<file path="src/core/ubrg_pkg.sv">
// Shared constants and types for the serial port rate generator
package ubrg_pkg;

  localparam int ADDR_W = 3;
  localparam int DATA_W = 8;
  localparam int DIV_W = 16;
  localparam int POST_W = 7;
  localparam int SYNC_STAGES = 2;

  // Register indices on the local register port
  localparam logic [ADDR_W-1:0] ADDR_TX_CTRL = 3'h0;
  localparam logic [ADDR_W-1:0] ADDR_RX_CTRL = 3'h1;
  localparam logic [ADDR_W-1:0] ADDR_BAUD_CTRL = 3'h2;
  localparam logic [ADDR_W-1:0] ADDR_DIV_HIGH = 3'h3;
  localparam logic [ADDR_W-1:0] ADDR_DIV_LOW = 3'h4;

  // Field positions
  localparam int TX_SYNC_BIT = 4;
  localparam int TX_HIGH_SPEED_BIT = 2;
  localparam int TX_SHIFT_EMPTY_BIT = 1;
  localparam int RX_ENABLE_BIT = 7;
  localparam int BAUD_LINE_IDLE_BIT = 6;
  localparam int BAUD_WIDE_BIT = 3;

  // Writable bit masks; other bits are status or unimplemented
  localparam logic [DATA_W-1:0] TX_CTRL_WMASK = 8'hFD;
  localparam logic [DATA_W-1:0] RX_CTRL_WMASK = 8'hF8;
  localparam logic [DATA_W-1:0] BAUD_CTRL_WMASK = 8'h1B;

  // Reset values
  localparam logic [DATA_W-1:0] CTRL_RESET = 8'h00;
  localparam logic [DATA_W-1:0] DIV_RESET = 8'h00;
  localparam logic [DATA_W-1:0] READ_ZERO = 8'h00;
  localparam logic [DIV_W-1:0] COUNT_ZERO = 16'h0000;
  localparam logic [POST_W-1:0] POST_ZERO = 7'h00;
  localparam logic [POST_W-1:0] POST_ONE = 7'h01;
  localparam logic [POST_W-1:0] POST_TWO = 7'h02;

  // Base-tick counts per bit period
  localparam logic [POST_W-1:0] POST_SYNC = 7'h04;
  localparam logic [POST_W-1:0] POST_ASYNC_WIDE_FAST = 7'h04;
  localparam logic [POST_W-1:0] POST_ASYNC_WIDE_SLOW = 7'h10;
  localparam logic [POST_W-1:0] POST_ASYNC_NARROW_FAST = 7'h10;
  localparam logic [POST_W-1:0] POST_ASYNC_NARROW_SLOW = 7'h40;

  typedef struct packed {
    logic enable;
    logic sync_mode;
    logic high_speed_select;
    logic wide_divisor_select;
  } ubrg_cfg_t;

endpackage : ubrg_pkg

</file>
<file path="src/core/ubrg_vote.sv">
// Three-sample majority detector for the receive line
`timescale 1ns/1ps
module ubrg_vote (
  input wire logic clk_i,
  input wire logic rst_i,
  input wire logic clear_i,
  input wire logic sample_i,
  input wire logic last_i,
  input wire logic line_i,
  output logic bit_o,
  output logic valid_o
);
  import ubrg_pkg::*;

  logic [1:0] early;
  logic [1:0] next_early;
  logic bit_q;
  logic next_bit;
  logic valid_q;
  logic next_valid;

  always_comb begin
    next_early = early;
    next_bit = bit_q;
    next_valid = 1'b0;
    if (clear_i) begin
      next_early = 2'b11;
    end else if (sample_i && last_i) begin
      // Majority of the two held samples and the current one
      next_bit = (early[0] & early[1]) | (early[0] & line_i) | (early[1] & line_i);
      next_valid = 1'b1;
    end else if (sample_i) begin
      next_early = {early[0], line_i};
    end
  end

  always_ff @(posedge clk_i) begin
    if (rst_i) begin
      early <= 2'b11;
      bit_q <= 1'b1;
      valid_q <= 1'b0;
    end else begin
      early <= next_early;
      bit_q <= next_bit;
      valid_q <= next_valid;
    end
  end

  assign bit_o = bit_q;
  assign valid_o = valid_q;

endmodule : ubrg_vote

</file>
<file path="src/core/ubrg_top.sv">
// Rate generator and receive-line sampler of the enhanced serial port
//
// Functional notes
// - Every bit-rate tick is derived from the one system clock.
// - Receive line sampled three times per bit; majority decides the level.
// - Async, 8-bit divisor, low speed: clock over 64 times (n+1).
// - Async, 16-bit divisor, low speed: clock over 16 times (n+1).
// - Synchronous mode: clock over 4 times (n+1), either divisor width.
// - n is high byte joined to low byte with the 16-bit divisor, low byte alone with the 8-bit one; high speed ignored when synchronous.
// - Divisor lives in two 8-bit software registers, high and low.
// - Narrow mode uses only the low divisor byte, high byte ignored.
// - Any divisor write clears the running count at once.
// - Free-running period timer serves async and synchronous operation.
`timescale 1ns/1ps
module ubrg_top #(
  parameter int DIV_WIDTH = ubrg_pkg::DIV_W
) (
  input wire logic MCLK_I,
  input wire logic RST_I,
  input wire logic [ubrg_pkg::ADDR_W-1:0] ADDR_I,
  input wire logic [ubrg_pkg::DATA_W-1:0] WR_DATA_I,
  input wire logic WR_I,
  input wire logic RD_I,
  input wire logic RX_I,
  output logic [ubrg_pkg::DATA_W-1:0] RD_DATA_O,
  output logic BASE_TICK_O,
  output logic BIT_TICK_O,
  output logic RX_BIT_O,
  output logic RX_VALID_O
);
  import ubrg_pkg::*;

  // Software-visible register state
  logic [DATA_W-1:0] tx_ctrl;
  logic [DATA_W-1:0] rx_ctrl;
  logic [DATA_W-1:0] baud_ctrl;
  logic [DATA_W-1:0] div_high;
  logic [DATA_W-1:0] div_low;
  logic [DATA_W-1:0] next_tx_ctrl;
  logic [DATA_W-1:0] next_rx_ctrl;
  logic [DATA_W-1:0] next_baud_ctrl;
  logic [DATA_W-1:0] next_div_high;
  logic [DATA_W-1:0] next_div_low;
  logic div_write;

  // Read port
  logic [DATA_W-1:0] rd_data;
  logic [DATA_W-1:0] next_rd_data;

  // Rate generator
  ubrg_cfg_t cfg;
  logic [DIV_WIDTH-1:0] reload;
  logic [DIV_WIDTH-1:0] count;
  logic [DIV_WIDTH-1:0] next_count;
  logic [POST_W-1:0] post;
  logic [POST_W-1:0] next_post;
  logic [POST_W-1:0] post_len;
  logic [POST_W-1:0] post_mid;
  logic base_tick;
  logic next_base_tick;
  logic bit_tick;
  logic next_bit_tick;
  logic gen_clear;
  logic base_due;

  // Receive line
  logic [SYNC_STAGES-1:0] rx_sync;
  logic rx_line;
  logic sample_en;
  logic sample_last;
  logic voted_bit;
  logic voted_valid;

  // ---------------------------------------------------------------
  // Register file
  // ---------------------------------------------------------------
  always_comb begin
    next_tx_ctrl = tx_ctrl;
    next_rx_ctrl = rx_ctrl;
    next_baud_ctrl = baud_ctrl;
    next_div_high = div_high;
    next_div_low = div_low;
    div_write = 1'b0;
    if (WR_I) begin
      unique case (ADDR_I)
        ADDR_TX_CTRL: begin
          next_tx_ctrl = WR_DATA_I & TX_CTRL_WMASK;
        end
        ADDR_RX_CTRL: begin
          next_rx_ctrl = WR_DATA_I & RX_CTRL_WMASK;
        end
        ADDR_BAUD_CTRL: begin
          next_baud_ctrl = WR_DATA_I & BAUD_CTRL_WMASK;
        end
        ADDR_DIV_HIGH: begin
          next_div_high = WR_DATA_I;
          div_write = 1'b1;
        end
        ADDR_DIV_LOW: begin
          next_div_low = WR_DATA_I;
          div_write = 1'b1;
        end
        default: begin
          // Writes to unmapped indices are dropped
          div_write = 1'b0;
        end
      endcase
    end
  end

  always_ff @(posedge MCLK_I) begin
    if (RST_I) begin
      tx_ctrl <= CTRL_RESET;
      rx_ctrl <= CTRL_RESET;
      baud_ctrl <= CTRL_RESET;
      div_high <= DIV_RESET;
      div_low <= DIV_RESET;
    end else begin
      tx_ctrl <= next_tx_ctrl;
      rx_ctrl <= next_rx_ctrl;
      baud_ctrl <= next_baud_ctrl;
      div_high <= next_div_high;
      div_low <= next_div_low;
    end
  end

  // ---------------------------------------------------------------
  // Read data, valid in the cycle after the strobe only
  // ---------------------------------------------------------------
  always_comb begin
    next_rd_data = READ_ZERO;
    if (RD_I) begin
      unique case (ADDR_I)
        ADDR_TX_CTRL: begin
          // The shift register lives elsewhere; it reads as empty here
          next_rd_data = tx_ctrl;
          next_rd_data[TX_SHIFT_EMPTY_BIT] = 1'b1;
        end
        ADDR_RX_CTRL: begin
          next_rd_data = rx_ctrl;
        end
        ADDR_BAUD_CTRL: begin
          next_rd_data = baud_ctrl;
          next_rd_data[BAUD_LINE_IDLE_BIT] = voted_bit;
        end
        ADDR_DIV_HIGH: begin
          next_rd_data = div_high;
        end
        ADDR_DIV_LOW: begin
          next_rd_data = div_low;
        end
        default: begin
          next_rd_data = READ_ZERO;
        end
      endcase
    end
  end

  always_ff @(posedge MCLK_I) begin
    if (RST_I) begin
      rd_data <= READ_ZERO;
    end else begin
      rd_data <= next_rd_data;
    end
  end

  // ---------------------------------------------------------------
  // Mode decode
  // ---------------------------------------------------------------
  always_comb begin
    cfg.enable = rx_ctrl[RX_ENABLE_BIT];
    cfg.sync_mode = tx_ctrl[TX_SYNC_BIT];
    cfg.high_speed_select = tx_ctrl[TX_HIGH_SPEED_BIT];
    cfg.wide_divisor_select = baud_ctrl[BAUD_WIDE_BIT];
  end

  always_comb begin
    if (cfg.wide_divisor_select) begin
      reload = DIV_WIDTH'({div_high, div_low});
    end else begin
      reload = DIV_WIDTH'(div_low);
    end
  end

  // Base ticks per bit: the fixed prescale of each formula
  always_comb begin
    if (cfg.sync_mode) begin
      post_len = POST_SYNC;
    end else if (cfg.wide_divisor_select) begin
      if (cfg.high_speed_select) begin
        post_len = POST_ASYNC_WIDE_FAST;
      end else begin
        post_len = POST_ASYNC_WIDE_SLOW;
      end
    end else begin
      if (cfg.high_speed_select) begin
        post_len = POST_ASYNC_NARROW_FAST;
      end else begin
        post_len = POST_ASYNC_NARROW_SLOW;
      end
    end
    post_mid = post_len >> 1;
  end

  // ---------------------------------------------------------------
  // Free-running period timer
  // ---------------------------------------------------------------
  // Up-counting so a cleared count gives a full new period at once;
  // the >= compare also covers a reload shrinking under a running count.
  // The rate follows MCLK_I directly: after a switch of clock source the
  // divisor pair needs a reload from software to keep the bit rate.
  assign gen_clear = div_write || !cfg.enable;

  // One base period has elapsed in this cycle
  assign base_due = !gen_clear && count >= reload;

  always_comb begin
    next_count = count;
    next_post = post;
    next_base_tick = 1'b0;
    next_bit_tick = 1'b0;
    if (gen_clear) begin
      next_count = COUNT_ZERO;
      next_post = POST_ZERO;
    end else if (base_due) begin
      next_count = COUNT_ZERO;
      next_base_tick = 1'b1;
      if (post >= post_len - POST_ONE) begin
        next_post = POST_ZERO;
        next_bit_tick = 1'b1;
      end else begin
        next_post = post + POST_ONE;
      end
    end else begin
      next_count = count + DIV_WIDTH'(1);
    end
  end

  always_ff @(posedge MCLK_I) begin
    if (RST_I) begin
      count <= COUNT_ZERO;
      post <= POST_ZERO;
      base_tick <= 1'b0;
      bit_tick <= 1'b0;
    end else begin
      count <= next_count;
      post <= next_post;
      base_tick <= next_base_tick;
      bit_tick <= next_bit_tick;
    end
  end

  // ---------------------------------------------------------------
  // Receive line: two-stage synchroniser, then majority sampling
  // ---------------------------------------------------------------
  always_ff @(posedge MCLK_I) begin
    if (RST_I) begin
      rx_sync <= {SYNC_STAGES{1'b1}};
    end else begin
      rx_sync <= {rx_sync[SYNC_STAGES-2:0], RX_I};
    end
  end

  assign rx_line = rx_sync[SYNC_STAGES-1];

  // Three samples around mid-bit on consecutive base ticks. The vote runs
  // free and is not aligned to a start bit; a framing receiver must clear
  // the generator on its start edge to centre the samples.
  always_comb begin
    sample_en = 1'b0;
    sample_last = 1'b0;
    if (base_due) begin
      if (post == post_mid - POST_TWO || post == post_mid - POST_ONE) begin
        sample_en = 1'b1;
      end else if (post == post_mid) begin
        sample_en = 1'b1;
        sample_last = 1'b1;
      end
    end
  end

  ubrg_vote u_vote (
    .clk_i(MCLK_I),
    .rst_i(RST_I),
    .clear_i(gen_clear),
    .sample_i(sample_en),
    .last_i(sample_last),
    .line_i(rx_line),
    .bit_o(voted_bit),
    .valid_o(voted_valid)
  );

  assign RD_DATA_O = rd_data;
  assign BASE_TICK_O = base_tick;
  assign BIT_TICK_O = bit_tick;
  assign RX_BIT_O = voted_bit;
  assign RX_VALID_O = voted_valid;

endmodule : ubrg_top

</file>
<file path="config.mk">
export PLATFORM = sky130hd
export DESIGN_NAME = ubrg_top
export DESIGN_NICKNAME = d
export VERILOG_FILES = /design/src/core/ubrg_pkg.sv /design/src/core/ubrg_vote.sv /design/src/core/ubrg_top.sv
export SDC_FILE = /design/constraint.sdc
export NUM_CORES = 1
export LEC_CHECK = 0
export ABC_CLOCK_PERIOD_IN_PS = 4800
export BUFFER_PORTS_ARGS = -buffer_cell sky130_fd_sc_hd__buf_2
export CAP_MARGIN = 20
export CORE_MARGIN = 1
export CORE_UTILIZATION = 49
export CTS_CLUSTER_SIZE = 16
export DETAILED_ROUTE_END_ITERATION = 12
export PLACE_DENSITY = 0.67
export SLEW_MARGIN = 40
export SYNTH_ARGS = -nofsm -noshare
export SYNTH_HDL_FRONTEND = slang
export SYNTH_SLANG_ARGS = --single-unit
</file>
<file path="constraint.sdc">
create_clock -name MCLK_I -period 4.8 [get_ports MCLK_I]
set_input_delay 0.96 -clock MCLK_I [delete_from_list [all_inputs] [get_ports MCLK_I]]
set_output_delay 0.96 -clock MCLK_I [all_outputs]
set_load 0.05 [all_outputs]
</file>
==> impl_metrics.csv <==
group,metric,value,unit
outcome,run_status,"complete, no violations",
clock_network,cts_setup_buffers,0,
synth,ys_dominant_reg_cell,"dfxtp_1",
worst_setup_path,critPathLaunchType,"flip-flop",
synth,synth_area_leaders,"dfxtp_1 (39%), ha_1 (9.0%), nand2_1 (7.5%)",
clock_network,clockBufferDepth,2,
grt,grt-ovfl-total,0,
die,coreArea,6980,um^2
synth,synth.most_common_cell,"nand2_1",
clock_network,cts_root_buf,"clkbuf_8",
synth,synth_top_area_share,39.3,%
die,rows,30,
synth,synth_area_per_cell,8.36,um^2
job,maxCapViolations,0,
clock_network,clock_latency,0.35,ns
power_and_ir_drop,max-vdd-ir-drop,127,uV
worst_setup_path,crit_fanout,11,
worst_setup_path,r2r-end,"post[0]",
synth,synth_common_cells,"nand2_1 (72), dfxtp_1 (71), nor2_1 (55), a21oi_1 (42), ha_1 (26)",
worst_setup_path,r2r_slack,2.02,ns
grt,grt_pass1_wl,13800,um
synth,yosys.area.top_type,"dfxtp_1",
clock_network,cts_sinks,71,
synth,synth-seq-cells,71,
route,drtPass1Iterations,4,
grt,track_usage,23.8,%
min_path,holdPathStages,1,
placement,hpwlAfterDp,6250,um
sta,fin_crit,2.78,ns
min_path,hold_class,"flip-flop to flip-flop",
route,drtAntennaViolNets,0,
sta,slew-limit-headroom,48.5,%
layout,fillers,660,
placement,pre_cts_ws,1.79,ns
route,via_count,3042,
clock_network,h-tree-depth,3,
layout,antenna_cells,0,
synth,seq_area_frac_synth,39.3,%
clock_network,cts_resized,0,
route,via_per_inst,5.46,
grt,antenna_found_initial,0,
die,die_height,88.0,um
route,drtIter0Drc,136,
sta,worstMarginPinSlew,0.767,ns
layout,finalNetCount,498,
layout,drive_gt1_share,12.6,%
sta,fmax,359,MHz
synth,syn_area,3620,um^2
die,dieArea,7740,um^2
worst_setup_path,r2r_cells,11,
route,routed_wl,8340,um
placement,gp_congestion,0.846,
grt,grt_max_degree,40,
sta,finalClockSkew,0.0105,ns
die,ioPinCount,28,
sta,tns,0,ns
synth,synth_fp_nets,475,
synth,synth_edf_count,0,
power_and_ir_drop,p_leak,1.51,nW
synth,async_flop_share,0,%
min_path,hold_end,"rx_sync[1]",
sta,rsz0062_at_grt,"false",
route,drcViolationCount,0,
sta,setup_viol,0,
placement,io_buffers,27,
worst_setup_path,critPathCaptureType,"flip-flop",
clock_network,ctsHoldBuffers,0,
die,initial_utilization,51.8,%
die,die_x,88.0,um
worst_setup_path,r2r_start,"baud_ctrl[3]",
synth,synth_warnings,0,
clock_network,cts_tree,"yes",
synth,syn_inst,433,
sta,period_share,58.0,%
worst_setup_path,crit_type,"flip-flop to flip-flop",
clock_network,clk_pin_slew_worst_paths,0.08,ns
sta,hold_viol_final,0,
clock_network,cts_buffers,9,
sta,slew_viol_final,0,
grt,grt_pass1_vias,2813,
worst_setup_path,worst_ep_required_time,5.07,ns
power_and_ir_drop,power.density,289,nW/um^2
layout,syn_to_final_growth,10.8,%
min_path,hp-start,"rx_sync[0]",
synth,ys_types,54,
sta,fin_ws,2.02,ns
route,post_drt_wl_per_cell,15.0,um
worst_setup_path,cp_data_arrival_time,3.06,ns
## sequential cells by signal (all words and copies together), names as in the netlist
register        count
RD_DATA_O           8
baud_ctrl           4
div_high            8
BIT_TICK_O          1
rx_ctrl             5
post                7
u_vote.valid_o      1
div_low             8
tx_ctrl             7
BASE_TICK_O         1
u_vote.bit_o        1
count              16
u_vote.early        2
rx_sync             2
## final cells by class
class	instances	area, um^2	area share (%)
clock inverters	5	57.6	1.43
repair buffers	27	135	3.37
well taps	96	120	2.99
flip-flops and latches	71	1420	35.4
multi-input cells	329	2070	51.6
clock buffers	11	141	3.52
inverters	18	67.6	1.68
## placed cells by master (no fill, tap or decap), drive strengths merged, types with 2 or more instances in the layout
cell	netlist	routed
or2	2	2
mux2i	12	12
a22oi	7	7
a21boi	2	2
a21oi	43	43
xnor2	11	11
nand3b	3	3
and3	5	5
nor2b	5	5
o21ai	8	8
o21a	3	3
o22a	3	3
nand2	72	72
dfxtp	71	71
ha	26	26
inv	18	18
clkinv	0	4
buf	4	27
nor2	55	55
or3	2	2
nand3	12	12
o41ai	2	2
nand2b	2	2
a31oi	5	5
nor3	4	4
clkbuf	11	11
and2	2	2
mux2	2	2
a311o	2	2
a211oi	3	3
nor3b	3	3
nand4	8	8
xor2	11	11
a21o	4	4
## power by group
group	internal, mW	switching, mW
registers	0.596	0.00607
clock network	0.254	0.223
logic	0.0269	0.0519
## worst max-delay path: stages (launching register included)
cell and delay, ns:
dfxtp_1 0.56, inv_1 0.13, ha_1 0.31, nand2b_1 0.13, ha_1 0.25, inv_1 0.06
ha_1 0.29, a21o_1 0.16, a21oi_1 0.12, o21ai_0 0.22, or3_1 0.37, a21oi_1 0.14
## cell families (layout without fill, tap and decap cells)
group	count (synthesis)	count (layout)	synth area share, %
compound gates	87	87	15.9
xor+xnor	22	22	5.32
fa+ha+maj	27	27	9.26
buf+inv	33	61	3.59
flops	71	71	39.3
mux	14	14	3.94
simple gates	179	179	22.7
## how the worst max path moves through the flow
stage / depth (start not counted) / end / startpoint / slack (ns)
6_report: 11 / post[0] / baud_ctrl[3] / 2.02
2_1_floorplan: 12 / post[0] / baud_ctrl[3] / 2.32
5_1_grt: 10 / post[6] / baud_ctrl[3] / 1.78
3_5_place_dp: 7 / post[6] / ADDR_I[2] / 1.79
3_3_place_gp: 7 / post[5] / ADDR_I[2] / 1.90
4_1_cts: 11 / post[0] / baud_ctrl[3] / 2.01
## layer usage
| metal | vias up | global-route usage [%] | wire length [um] |
|---|---|---|---|
| met4 | 0 | 6.71 | 102 |
| met5 | - | 0 | 0 |
| met2 | 68 | 37.8 | 3870 |
| met1 | 1424 | 32.4 | 4000 |
| li1 | 1541 | - | - |
| met3 | 9 | 5.37 | 367 |
## through the flow
| stage | instances | hold WS (ns) | instance area (um^2) | utilization (%) | total power, mW |
|---|---|---|---|---|---|
| 2_1_floorplan | 433 | 0.389 | 3620 | - | 0.669 |
| 3_3_place_gp | 541 | 0.395 | 3810 | 54.6 | 0.691 |
| 3_5_place_dp | 541 | 0.399 | 3810 | 54.6 | 0.693 |
| 4_1_cts | 557 | 0.421 | 4010 | 57.5 | 1.16 |
| 5_1_grt | 557 | 0.450 | 4010 | 57.5 | 1.21 |
| 6_report | 557 | 0.420 | 4010 | 57.5 | 1.16 |
Note: power is estimated with default switching activity, not from simulation.
